## src/pkg/cvt_defines.svh

```systemverilog
// What this block does
// - Bits 7..1 of the charge voltage register hold a 7-bit target code, 10mV steps on 3.4V, reset 1010000.
// - Bit 0 of the charge voltage register picks a 100mV (0) or 200mV (1) recharge margin, reset 0.
// - Bit 7 of the timer register enables charge termination when set, reset 1.
// - Bits 5:4 of the timer register set the watchdog limit (off/40s/80s/160s, reset 01); it runs only with a battery.
// - Writing 1 to bit 3 of the timer register restarts the watchdog and the bit falls back to 0 by itself.
// - Bits 2:1 of the timer register set the fast charge timer limit (5/8/12/20 hours), reset 10.
// - Bit 0 of the timer register enables the charge safety timer when set, reset 1.
// - Bit 3 of the reference register disables the reference when 1, reset 0; a 1 to 0 change restarts plug-in detection and the safety timer.
`ifndef CVT_DEFINES_SVH
`define CVT_DEFINES_SVH

`define CVT_OFS_VREG 8'h07
`define CVT_OFS_TMR 8'h08
`define CVT_OFS_REF 8'h09

`define CVT_VREG_RST 7'h50
`define CVT_RECH_RST 1'h0
`define CVT_TERM_RST 1'h1
`define CVT_WDT_RST 2'h1
`define CVT_FCT_RST 2'h2
`define CVT_STEN_RST 1'h1
`define CVT_REFDIS_RST 1'h0

`define CVT_TMR_TERM 7
`define CVT_TMR_KICK 3
`define CVT_TMR_STEN 0
`define CVT_REF_DIS 3

`define CVT_CLK_HZ 25000000
`define CVT_WDT_UNIT_S 40
`define CVT_WDT_SECS_W 8

`define CVT_DEV_ADDR 7'h2A

`endif

```

## src/pkg/cvt_pkg.sv

```systemverilog
package cvt_pkg;

    typedef struct packed {
        logic [6:0] charge_target_voltage;
        logic recharge_margin_sel;
        logic term_en;
        logic [1:0] wdt_limit;
        logic [1:0] fast_charge_timer_limit;
        logic safety_timer_en;
        logic reference_disable;
    } cvt_cfg_t;

    typedef struct packed {
        logic valid;
        logic [7:0] addr;
        logic [7:0] data;
    } cvt_wr_t;

    typedef enum logic [3:0] {
        ST_IDLE = 4'h0,
        ST_ADDR = 4'h1,
        ST_ADDR_ACK = 4'h2,
        ST_REG = 4'h3,
        ST_REG_ACK = 4'h4,
        ST_WDATA = 4'h5,
        ST_WDATA_ACK = 4'h6,
        ST_RDATA = 4'h7,
        ST_RDATA_ACK = 4'h8
    } cvt_st_t;

endpackage : cvt_pkg

```

## src/design/cvt_i2c_tgt.sv

```systemverilog
`timescale 1ns/100ps
`default_nettype none
`include "cvt_defines.svh"

module cvt_i2c_tgt
    import cvt_pkg::*;
#(
    parameter logic [6:0] DEV_ADDR = `CVT_DEV_ADDR
) (
    input wire logic clk_sys, // System clock
    input wire logic rst, // Sync reset
    input wire logic scl_in, // Serial clock pin
    input wire logic sda_in, // Serial data pin level
    output logic sda_out, // Serial data drive value
    output logic sda_oe, // Serial data drive enable
    output cvt_wr_t wr, // Register write pulse
    output logic [7:0] ptr, // Register pointer
    input wire logic [7:0] rdata // Data at pointer
);
    logic [2:0] scl_s_q, sda_s_q;
    logic scl_f_q, sda_f_q;
    cvt_st_t st_q;
    logic [3:0] cnt_q;
    logic [7:0] sh_q;
    logic rw_q, mack_q;

    // Level moves only when the two later stages agree
    always_ff @(posedge clk_sys) begin
        if (rst) begin
            scl_s_q <= 3'h7;
            sda_s_q <= 3'h7;
            scl_f_q <= 1'h1;
            sda_f_q <= 1'h1;
        end else begin
            scl_s_q <= {scl_s_q[1:0], scl_in};
            sda_s_q <= {sda_s_q[1:0], sda_in};
            if (scl_s_q[1] == scl_s_q[2]) scl_f_q <= scl_s_q[2];
            if (sda_s_q[1] == sda_s_q[2]) sda_f_q <= sda_s_q[2];
        end
    end

    wire scl_new = (scl_s_q[1] == scl_s_q[2]) ? scl_s_q[2] : scl_f_q;
    wire sda_new = (sda_s_q[1] == sda_s_q[2]) ? sda_s_q[2] : sda_f_q;
    wire scl_rise = scl_new && !scl_f_q;
    wire scl_fall = !scl_new && scl_f_q;
    wire start = scl_f_q && scl_new && sda_f_q && !sda_new;
    wire stop = scl_f_q && scl_new && !sda_f_q && sda_new;
    wire addr_hit = (sh_q[7:1] == DEV_ADDR);

    always_ff @(posedge clk_sys) begin
        if (rst) begin
            st_q <= ST_IDLE;
            cnt_q <= 4'h0;
            sh_q <= 8'h00;
            rw_q <= 1'h0;
            mack_q <= 1'h0;
            ptr <= 8'h00;
            sda_out <= 1'h0;
            sda_oe <= 1'h0;
            wr <= '0;
        end else begin
            wr.valid <= 1'h0;
            if (start) begin
                st_q <= ST_ADDR;
                cnt_q <= 4'h0;
                sda_oe <= 1'h0;
            end else if (stop) begin
                st_q <= ST_IDLE;
                sda_oe <= 1'h0;
            end else if (scl_rise) begin
                if (st_q == ST_ADDR || st_q == ST_REG || st_q == ST_WDATA) begin
                    sh_q <= {sh_q[6:0], sda_new};
                    cnt_q <= cnt_q + 4'h1;
                end
                if (st_q == ST_RDATA_ACK) mack_q <= !sda_new;
            end else if (scl_fall) begin
                case (st_q)
                    ST_ADDR: begin
                        if (cnt_q == 4'h8) begin
                            st_q <= addr_hit ? ST_ADDR_ACK : ST_IDLE;
                            sda_oe <= addr_hit;
                            rw_q <= sh_q[0];
                        end
                    end
                    ST_ADDR_ACK, ST_RDATA_ACK: begin
                        if (st_q == ST_ADDR_ACK ? rw_q : mack_q) begin
                            // Load the byte and move the pointer on for bursts
                            sh_q <= {rdata[6:0], 1'h0};
                            sda_oe <= !rdata[7];
                            cnt_q <= 4'h1;
                            ptr <= ptr + 8'h01;
                            st_q <= ST_RDATA;
                        end else begin
                            sda_oe <= 1'h0;
                            cnt_q <= 4'h0;
                            st_q <= (st_q == ST_ADDR_ACK) ? ST_REG : ST_IDLE;
                        end
                    end
                    ST_REG: begin
                        if (cnt_q == 4'h8) begin
                            ptr <= sh_q;
                            sda_oe <= 1'h1;
                            st_q <= ST_REG_ACK;
                        end
                    end
                    ST_REG_ACK, ST_WDATA_ACK: begin
                        if (st_q == ST_WDATA_ACK) ptr <= ptr + 8'h01;
                        sda_oe <= 1'h0;
                        cnt_q <= 4'h0;
                        st_q <= ST_WDATA;
                    end
                    ST_WDATA: begin
                        if (cnt_q == 4'h8) begin
                            wr.valid <= 1'h1;
                            wr.addr <= ptr;
                            wr.data <= sh_q;
                            sda_oe <= 1'h1;
                            st_q <= ST_WDATA_ACK;
                        end
                    end
                    ST_RDATA: begin
                        if (cnt_q == 4'h8) begin
                            sda_oe <= 1'h0;
                            st_q <= ST_RDATA_ACK;
                        end else begin
                            sda_oe <= !sh_q[7];
                            sh_q <= {sh_q[6:0], 1'h0};
                            cnt_q <= cnt_q + 4'h1;
                        end
                    end
                    default: st_q <= ST_IDLE;
                endcase
            end
        end
    end
endmodule : cvt_i2c_tgt

`default_nettype wire

```

## src/design/cvt_regs.sv

```systemverilog
`timescale 1ns/100ps
`default_nettype none
`include "cvt_defines.svh"

module cvt_regs
    import cvt_pkg::*;
#(
    parameter int unsigned CYC_PER_SEC = `CVT_CLK_HZ,
    parameter logic [6:0] DEV_ADDR = `CVT_DEV_ADDR
) (
    input wire logic clk_sys, // System clock, 25 MHz
    input wire logic rst, // Power-on reset, sync
    input wire logic scl_in, // Serial clock pin
    input wire logic sda_in, // Serial data pin level
    output logic sda_out, // Serial data drive value
    output logic sda_oe, // Serial data drive enable
    input wire logic batt_present, // Battery detected
    input wire logic reg_defaults_req, // Defaults command pulse
    output cvt_cfg_t cfg, // Configuration fields
    output logic timeout_expiry, // Watchdog expired pulse
    output logic plugin_detect_restart, // Restart plug-in detection
    output logic safety_timer_restart // Restart safety timer
);
    cvt_wr_t wr;
    logic [7:0] ptr;
    logic [7:0] rdata;
    cvt_cfg_t cfg_d;
    logic kick_q;
    logic [31:0] pre_q;
    logic [`CVT_WDT_SECS_W-1:0] sec_q;

    localparam cvt_cfg_t CFG_RST = '{
        charge_target_voltage: `CVT_VREG_RST,
        recharge_margin_sel: `CVT_RECH_RST,
        term_en: `CVT_TERM_RST,
        wdt_limit: `CVT_WDT_RST,
        fast_charge_timer_limit: `CVT_FCT_RST,
        safety_timer_en: `CVT_STEN_RST,
        reference_disable: `CVT_REFDIS_RST
    };

    // Limit in seconds, multiples of the 40 s unit
    function automatic logic [`CVT_WDT_SECS_W-1:0] wdt_secs(input logic [1:0] code);
        case (code)
            2'h1: wdt_secs = `CVT_WDT_SECS_W'(`CVT_WDT_UNIT_S);
            2'h2: wdt_secs = `CVT_WDT_SECS_W'(2 * `CVT_WDT_UNIT_S);
            2'h3: wdt_secs = `CVT_WDT_SECS_W'(4 * `CVT_WDT_UNIT_S);
            default: wdt_secs = '0;
        endcase
    endfunction : wdt_secs

    cvt_i2c_tgt #(
        .DEV_ADDR(DEV_ADDR)
    ) u_tgt (
        .clk_sys(clk_sys),
        .rst(rst),
        .scl_in(scl_in),
        .sda_in(sda_in),
        .sda_out(sda_out),
        .sda_oe(sda_oe),
        .wr(wr),
        .ptr(ptr),
        .rdata(rdata)
    );

    wire wr_vreg = wr.valid && (wr.addr == `CVT_OFS_VREG);
    wire wr_tmr = wr.valid && (wr.addr == `CVT_OFS_TMR);
    wire wr_ref = wr.valid && (wr.addr == `CVT_OFS_REF);
    wire kick_wr = wr_tmr && wr.data[`CVT_TMR_KICK];

    // Reserved positions read back as zero, unmapped pointers too
    wire [7:0] rd_vreg = {cfg.charge_target_voltage, cfg.recharge_margin_sel};
    wire [7:0] rd_tmr = {cfg.term_en, 1'h0, cfg.wdt_limit, kick_q,
                         cfg.fast_charge_timer_limit, cfg.safety_timer_en};
    wire [7:0] rd_ref = {4'h0, cfg.reference_disable, 3'h0};
    assign rdata = (ptr == `CVT_OFS_VREG) ? rd_vreg :
                   (ptr == `CVT_OFS_TMR) ? rd_tmr :
                   (ptr == `CVT_OFS_REF) ? rd_ref : 8'h00;

    // Watchdog counts only with a battery and a nonzero limit
    wire wdt_run = batt_present && (cfg.wdt_limit != 2'h0);
    wire sec_tick = (pre_q == CYC_PER_SEC - 1);
    wire wdt_exp = wdt_run && sec_tick && (sec_q == wdt_secs(cfg.wdt_limit) - 1'b1);

    always_comb begin
        cfg_d = cfg;
        if (reg_defaults_req) begin
            cfg_d = CFG_RST;
        end else if (timeout_expiry) begin
            // Limit field survives expiry, everything else goes home
            cfg_d = CFG_RST;
            cfg_d.wdt_limit = cfg.wdt_limit;
        end
        if (wr_vreg) begin
            cfg_d.charge_target_voltage = wr.data[7:1];
            cfg_d.recharge_margin_sel = wr.data[0];
        end
        if (wr_tmr) begin
            cfg_d.term_en = wr.data[`CVT_TMR_TERM];
            cfg_d.wdt_limit = wr.data[5:4];
            cfg_d.fast_charge_timer_limit = wr.data[2:1];
            cfg_d.safety_timer_en = wr.data[`CVT_TMR_STEN];
        end
        if (wr_ref) cfg_d.reference_disable = wr.data[`CVT_REF_DIS];
    end

    always_ff @(posedge clk_sys) begin
        if (rst) begin
            cfg <= CFG_RST;
        end else begin
            cfg <= cfg_d;
        end
    end

    // Kick bit lives one cycle; a fresh write wins over its own clear
    always_ff @(posedge clk_sys) begin
        if (rst) begin
            kick_q <= 1'h0;
        end else begin
            kick_q <= kick_wr;
        end
    end

    always_ff @(posedge clk_sys) begin
        if (rst || !wdt_run || kick_q || wdt_exp) begin
            pre_q <= 32'h0;
            sec_q <= '0;
        end else if (sec_tick) begin
            pre_q <= 32'h0;
            sec_q <= sec_q + 1'b1;
        end else begin
            pre_q <= pre_q + 32'h1;
        end
    end

    // Expiry is registered, so the field restore lands one cycle later
    always_ff @(posedge clk_sys) begin
        if (rst) begin
            timeout_expiry <= 1'h0;
            plugin_detect_restart <= 1'h0;
            safety_timer_restart <= 1'h0;
        end else begin
            timeout_expiry <= wdt_exp;
            plugin_detect_restart <= cfg.reference_disable && !cfg_d.reference_disable;
            safety_timer_restart <= cfg.reference_disable && !cfg_d.reference_disable;
        end
    end
endmodule : cvt_regs

`default_nettype wire

```

## config.mk

```make
export PLATFORM = sky130hd
export DESIGN_NAME = cvt_regs
export DESIGN_NICKNAME = d
export VERILOG_FILES = /design/src/pkg/cvt_pkg.sv /design/src/design/cvt_i2c_tgt.sv /design/src/design/cvt_regs.sv
export VERILOG_INCLUDE_DIRS = /design/src /design/src/pkg
export SDC_FILE = /design/constraint.sdc
export NUM_CORES = 1
export LEC_CHECK = 0
export BUFFER_PORTS_ARGS = -buffer_cell sky130_fd_sc_hd__buf_4
export CAP_MARGIN = 20
export CORE_MARGIN = 2
export CORE_UTILIZATION = 25
export DETAILED_ROUTE_END_ITERATION = 16
export PLACE_DENSITY_LB_ADDON = 0.08
export SLEW_MARGIN = 20
export SYNTH_ARGS = -nofsm -noshare
export SYNTH_HDL_FRONTEND = slang
export SYNTH_SLANG_ARGS = --single-unit
```

## constraint.sdc

```tcl
create_clock -name clk_sys -period 2.15 [get_ports clk_sys]
set_input_delay 0.215 -clock clk_sys [delete_from_list [all_inputs] [get_ports clk_sys]]
set_output_delay 0.215 -clock clk_sys [all_outputs]
set_load 0.005 [all_outputs]
```

==> run summary <==
Clock tree root driver cell: sky130_fd_sc_hd__clkbuf_16. Setup violations remaining at the end of the flow were counted as 0. The share of the Yosys chip area taken by registers is 39.7%.

The sequential cells in the finished layout cover a total of 2210 sq um. The number of vias after detailed routing is 5273, and the die height is 153 um. The critical path launch point type is a flop. For this run, the top clock speed supported by timing is 482 MHz. The tools report the leakage power as 2.48 nW.

The share of flip-flops with an asynchronous set or reset after synthesis is 0%. TritonCTS built the clock tree. Compared with the post-synthesis result, the final layout area differs by 26.9%. At the pin with the least slew margin, the transition time is 0.743 ns. Summed over all failing endpoints, the final setup total negative slack is 0 ns. The number of rows created at floorplan was 54.

A synthesized cell averages 8.01 sq um. The run gives 5148 as the number of global-route vias before repair. The core region is 21800 sq um.

The final standard cell utilization of the core is 32.2%, and the count of H-tree levels built during CTS is 3. The class of the worst hold path was input pin to flop. The tools report the post-synthesis instance total as 693.

Global routing used 15.1% of the available tracks across all layers. The run gives 347 as the number of DRC markers after the initial detailed-route iteration. The tools report the insertion delay to the later sink of the worst-skew pair as 0.36 ns. The tools report the effective utilization at floorplan as 25.4%. After synthesis, the largest area contributor takes up 39.7% of total cell area. For this run the aggregate overflow at the end of global routing stands at 0. By area the synthesized netlist is led by sky130_fd_sc_hd__dfxtp_1 (40%), sky130_fd_sc_hd__a21oi_1 (5.5%), sky130_fd_sc_hd__nand2_1 (5.3%). Ranked by instance count, the synthesized netlist is headed by sky130_fd_sc_hd__dfxtp_1 (110), sky130_fd_sc_hd__nand2_1 (79), sky130_fd_sc_hd__nor2_1 (77). The number of antenna diodes in the final layout is 0. The share of cells above drive strength 1 came out at 22.9%. VDD sags by at most 354 uV.

Among all stages on the critical path, the largest delay is contributed by sky130_fd_sc_hd__or4_1. The total clock buffers created by CTS is 9, and the number of ports placed on the die boundary is 26. The largest fanout of any net on the critical path is 10.

The tools report the number of nets at the end of the flow as 789. The number of failing hold endpoints at the final stage is 0, and the multi-input combinational cell area is 3240 sq um. The worst hold path terminates at u_tgt.sda_s_q[0].

The tools report the startpoint of the lowest-slack register-to-register path as u_tgt.st_q[3]. The number of warnings printed during yosys synthesis is 0, and the final critical-path share of the clock period is 96.6%. The endpoint of the lowest-slack register-to-register path is u_tgt.sh_q[5]. The worst pin sits at a relative slew slack of 50.3%.

The maximum clock insertion buffer count came out at 2. The flow ran to the end, and the final reports show no timing, DRC or antenna violations. The routability-driven placement congestion ratio was 0.765; the register-to-register setup slack was 0.07 ns. For the number of antenna violations at the first check in global routing, the log shows 0.

For the final hold slack, the log shows 0.0444 ns. After legalization and detailed placement, the total HPWL measured 12600 um. Input and output buffers added on the ports amount to 24.

In the synthesized netlist the dominant register cell turns out to be sky130_fd_sc_hd__dfxtp_1. Total wire length: 17600 um. The run gives 51 as the maximum number of pins on one net before global-route repair. Counting stages on the worst path, the most repeated cell is sky130_fd_sc_hd__buf_4. The critical path class is flop to flop. After routing the design area is 7040 sq um. The first global-routing pass estimated 28400 um of wire. In the final routed layout, each cell accounts on average for 16.8 um. The synthesized design contains 0 enable-type register cells. The largest single stage delay on the critical path is 0.52 ns. The number of cells on the worst reg-to-reg path is 7. Synthesis produced a netlist with a net count of 714.

The tree built by TritonCTS fans out to 110 sinks. The most area-hungry cell type in the Yosys netlist is sky130_fd_sc_hd__dfxtp_1. For the finished layout, the period the worst path requires is 2.08 ns. The tools report the final setup skew as 0.0138 ns. The number of nets with antenna violations after routing is 0. The tool flagged a number of max-cap violations equal to 0. The most common cell in the synthesized netlist is sky130_fd_sc_hd__dfxtp_1. Fill cells in the final layout number 2337. Number of library cell types mapped by synthesis: 65. The synthesized design contains 110 register bits.

Along the worst hold path, the cell count comes to 2. For this run, design rule violations remaining after detail routing come to 0. Total power draw: 0.00391 W. The signal on the critical path passes through buf_4, nor3b_1, o21ai_0, a31oi_2, buf_4, or4_1, a21oi_1. In this run the cell area measured after placement is 6540 sq um. The total power density per cell area is 556 nW/um^2, and the clock transition time at the flip-flop clock pins of the worst setup and hold paths is 0.08 ns. The run gives 0 as the number of pins with negative max-slew slack in the final report. STA puts the critical path data required time at 2.44 ns. The die covers 23400 sq um. The die width is 153 um. Using the TritonRoute via totals, the vias-per-cell ratio works out to 5.01. In this run the cell area of the synthesized design comes to 5550 sq um. The tools report the worst path arrival time as 2.36 ns. The tools report the worst min-delay path startpoint as sda_in. The first-pass detailed-route iteration total was 5.

The type of element capturing the critical path is a flop.
worst max-delay path by stage:
stage,startpoint,end,slack [ns],depth (start not counted)
global placement,u_tgt.scl_s_q[1],u_tgt.st_q[0],-0.18,8
floorplan,u_tgt.scl_f_q,u_tgt.sh_q[3],-0.004,8
detailed placement,u_tgt.scl_s_q[1],u_tgt.st_q[0],-0.09,8
global route,u_tgt.st_q[3],u_tgt.sh_q[2],-0.008,7
finish,u_tgt.st_q[3],u_tgt.sh_q[5],0.07,7
CTS,u_tgt.scl_f_q,u_tgt.cnt_q[2],0.0008,8
state kept, by name, indices dropped and copies added (netlist names):
register              flops
u_tgt.sda_f_q             1
u_tgt.cnt_q               4
sec_q                     8
u_tgt.wr                 17
u_tgt.sda_s_q             3
u_tgt.scl_s_q             3
kick_q                    1
u_tgt.ptr                 8
cfg                      15
u_tgt.sda_oe              1
u_tgt.st_q                4
u_tgt.sh_q                8
u_tgt.scl_f_q             1
u_tgt.mack_q              1
safety_timer_restart      1
pre_q                    32
timeout_expiry            1
u_tgt.rw_q                1
critical path, delay by kind of cell, from the launching register on:
kind                   cells  cell delay [ns]
AO/OA/AOI/OAI              3             0.68
buffers and inverters      2             0.36
flip-flops                 1             0.31
AND/OR/NAND/NOR            2             0.65
power breakdown:
part	leakage, nW	internal (W)	total (W)	switching [W]
registers	0.890	0.00204	0.00205	0.00000501
clock network	0.150	0.000930	0.00177	0.000839
logic	1.44	0.0000335	0.0000979	0.0000645
timing repair:
action | CTS | global route
endpoints found under the hold margin | 0 | 0
setup buffers | 0 | 4
cloned | 0 | 2
endpoints found under the setup margin | 11 | 27
pin swaps | 5 | 8
hold buffers | 0 | 0
gates resized for setup | 12 | 32
through the flow:
stage	instances	setup WS, ns
final	1053	0.0739
after global routing	1053	-0.00820
after CTS	1047	0.000771
after detailed placement	1031	-0.0872
after global placement	1031	-0.175
after floorplan	693	-0.00372
placed cells by master (no fill, tap or decap), types with 7 or more instances in the layout:
| master | n |
|---|---|
| sky130_fd_sc_hd__dfxtp_1 | 105 |
| sky130_fd_sc_hd__buf_4 | 103 |
| sky130_fd_sc_hd__nand2_1 | 78 |
| sky130_fd_sc_hd__nor2_1 | 76 |
| sky130_fd_sc_hd__a21oi_1 | 61 |
| sky130_fd_sc_hd__nand3_1 | 29 |
| sky130_fd_sc_hd__o21ai_0 | 26 |
| sky130_fd_sc_hd__xnor2_1 | 25 |
| sky130_fd_sc_hd__nor3_1 | 18 |
| sky130_fd_sc_hd__nor4_1 | 17 |
| sky130_fd_sc_hd__inv_1 | 16 |
| sky130_fd_sc_hd__nand4_1 | 14 |
| sky130_fd_sc_hd__and3_1 | 11 |
| sky130_fd_sc_hd__ha_1 | 11 |
| sky130_fd_sc_hd__or2_2 | 10 |
| sky130_fd_sc_hd__xor2_1 | 9 |
| sky130_fd_sc_hd__clkbuf_16 | 9 |
| sky130_fd_sc_hd__or4_1 | 7 |
layout make-up:
| class | count | share of cell area (%) |
|---|---|---|
| multi-input cells | 521 | 46.1 |
| well taps | 280 | 4.98 |
| clock buffers | 10 | 3.25 |
| flip-flops and latches | 110 | 31.4 |
| repair buffers | 109 | 12.3 |
| clock inverters | 6 | 1.08 |
| inverters | 17 | 0.907 |
metal layers:
metal | GRT usage, % | part of all wire [%] | up-vias
met5 | 0 | 0 | -
met4 | 3.62 | 0.91 | 0
met3 | 2.98 | 3.3 | 11
met2 | 23.9 | 46 | 86
met1 | 21.1 | 49 | 2557
li1 | - | - | 2619
logic make-up (layout without fill, tap and decap cells):
logic type                 after synthesis  count (layout)  share of synthesized area (%)
DFF                                    110             110                           39.7
xor gates and xnor gates                34              34                           5.37
other                                    1               1                         0.0676
AOI/OAI and AO/OA                      137             137                           14.8
and+or+nand+nor                        328             328                           31.2
buffers and inverters                   62             142                           4.42
adders and majority gates               17              17                           3.74
muxes                                    4               4                          0.722
Power figures use the tool's default switching activity.
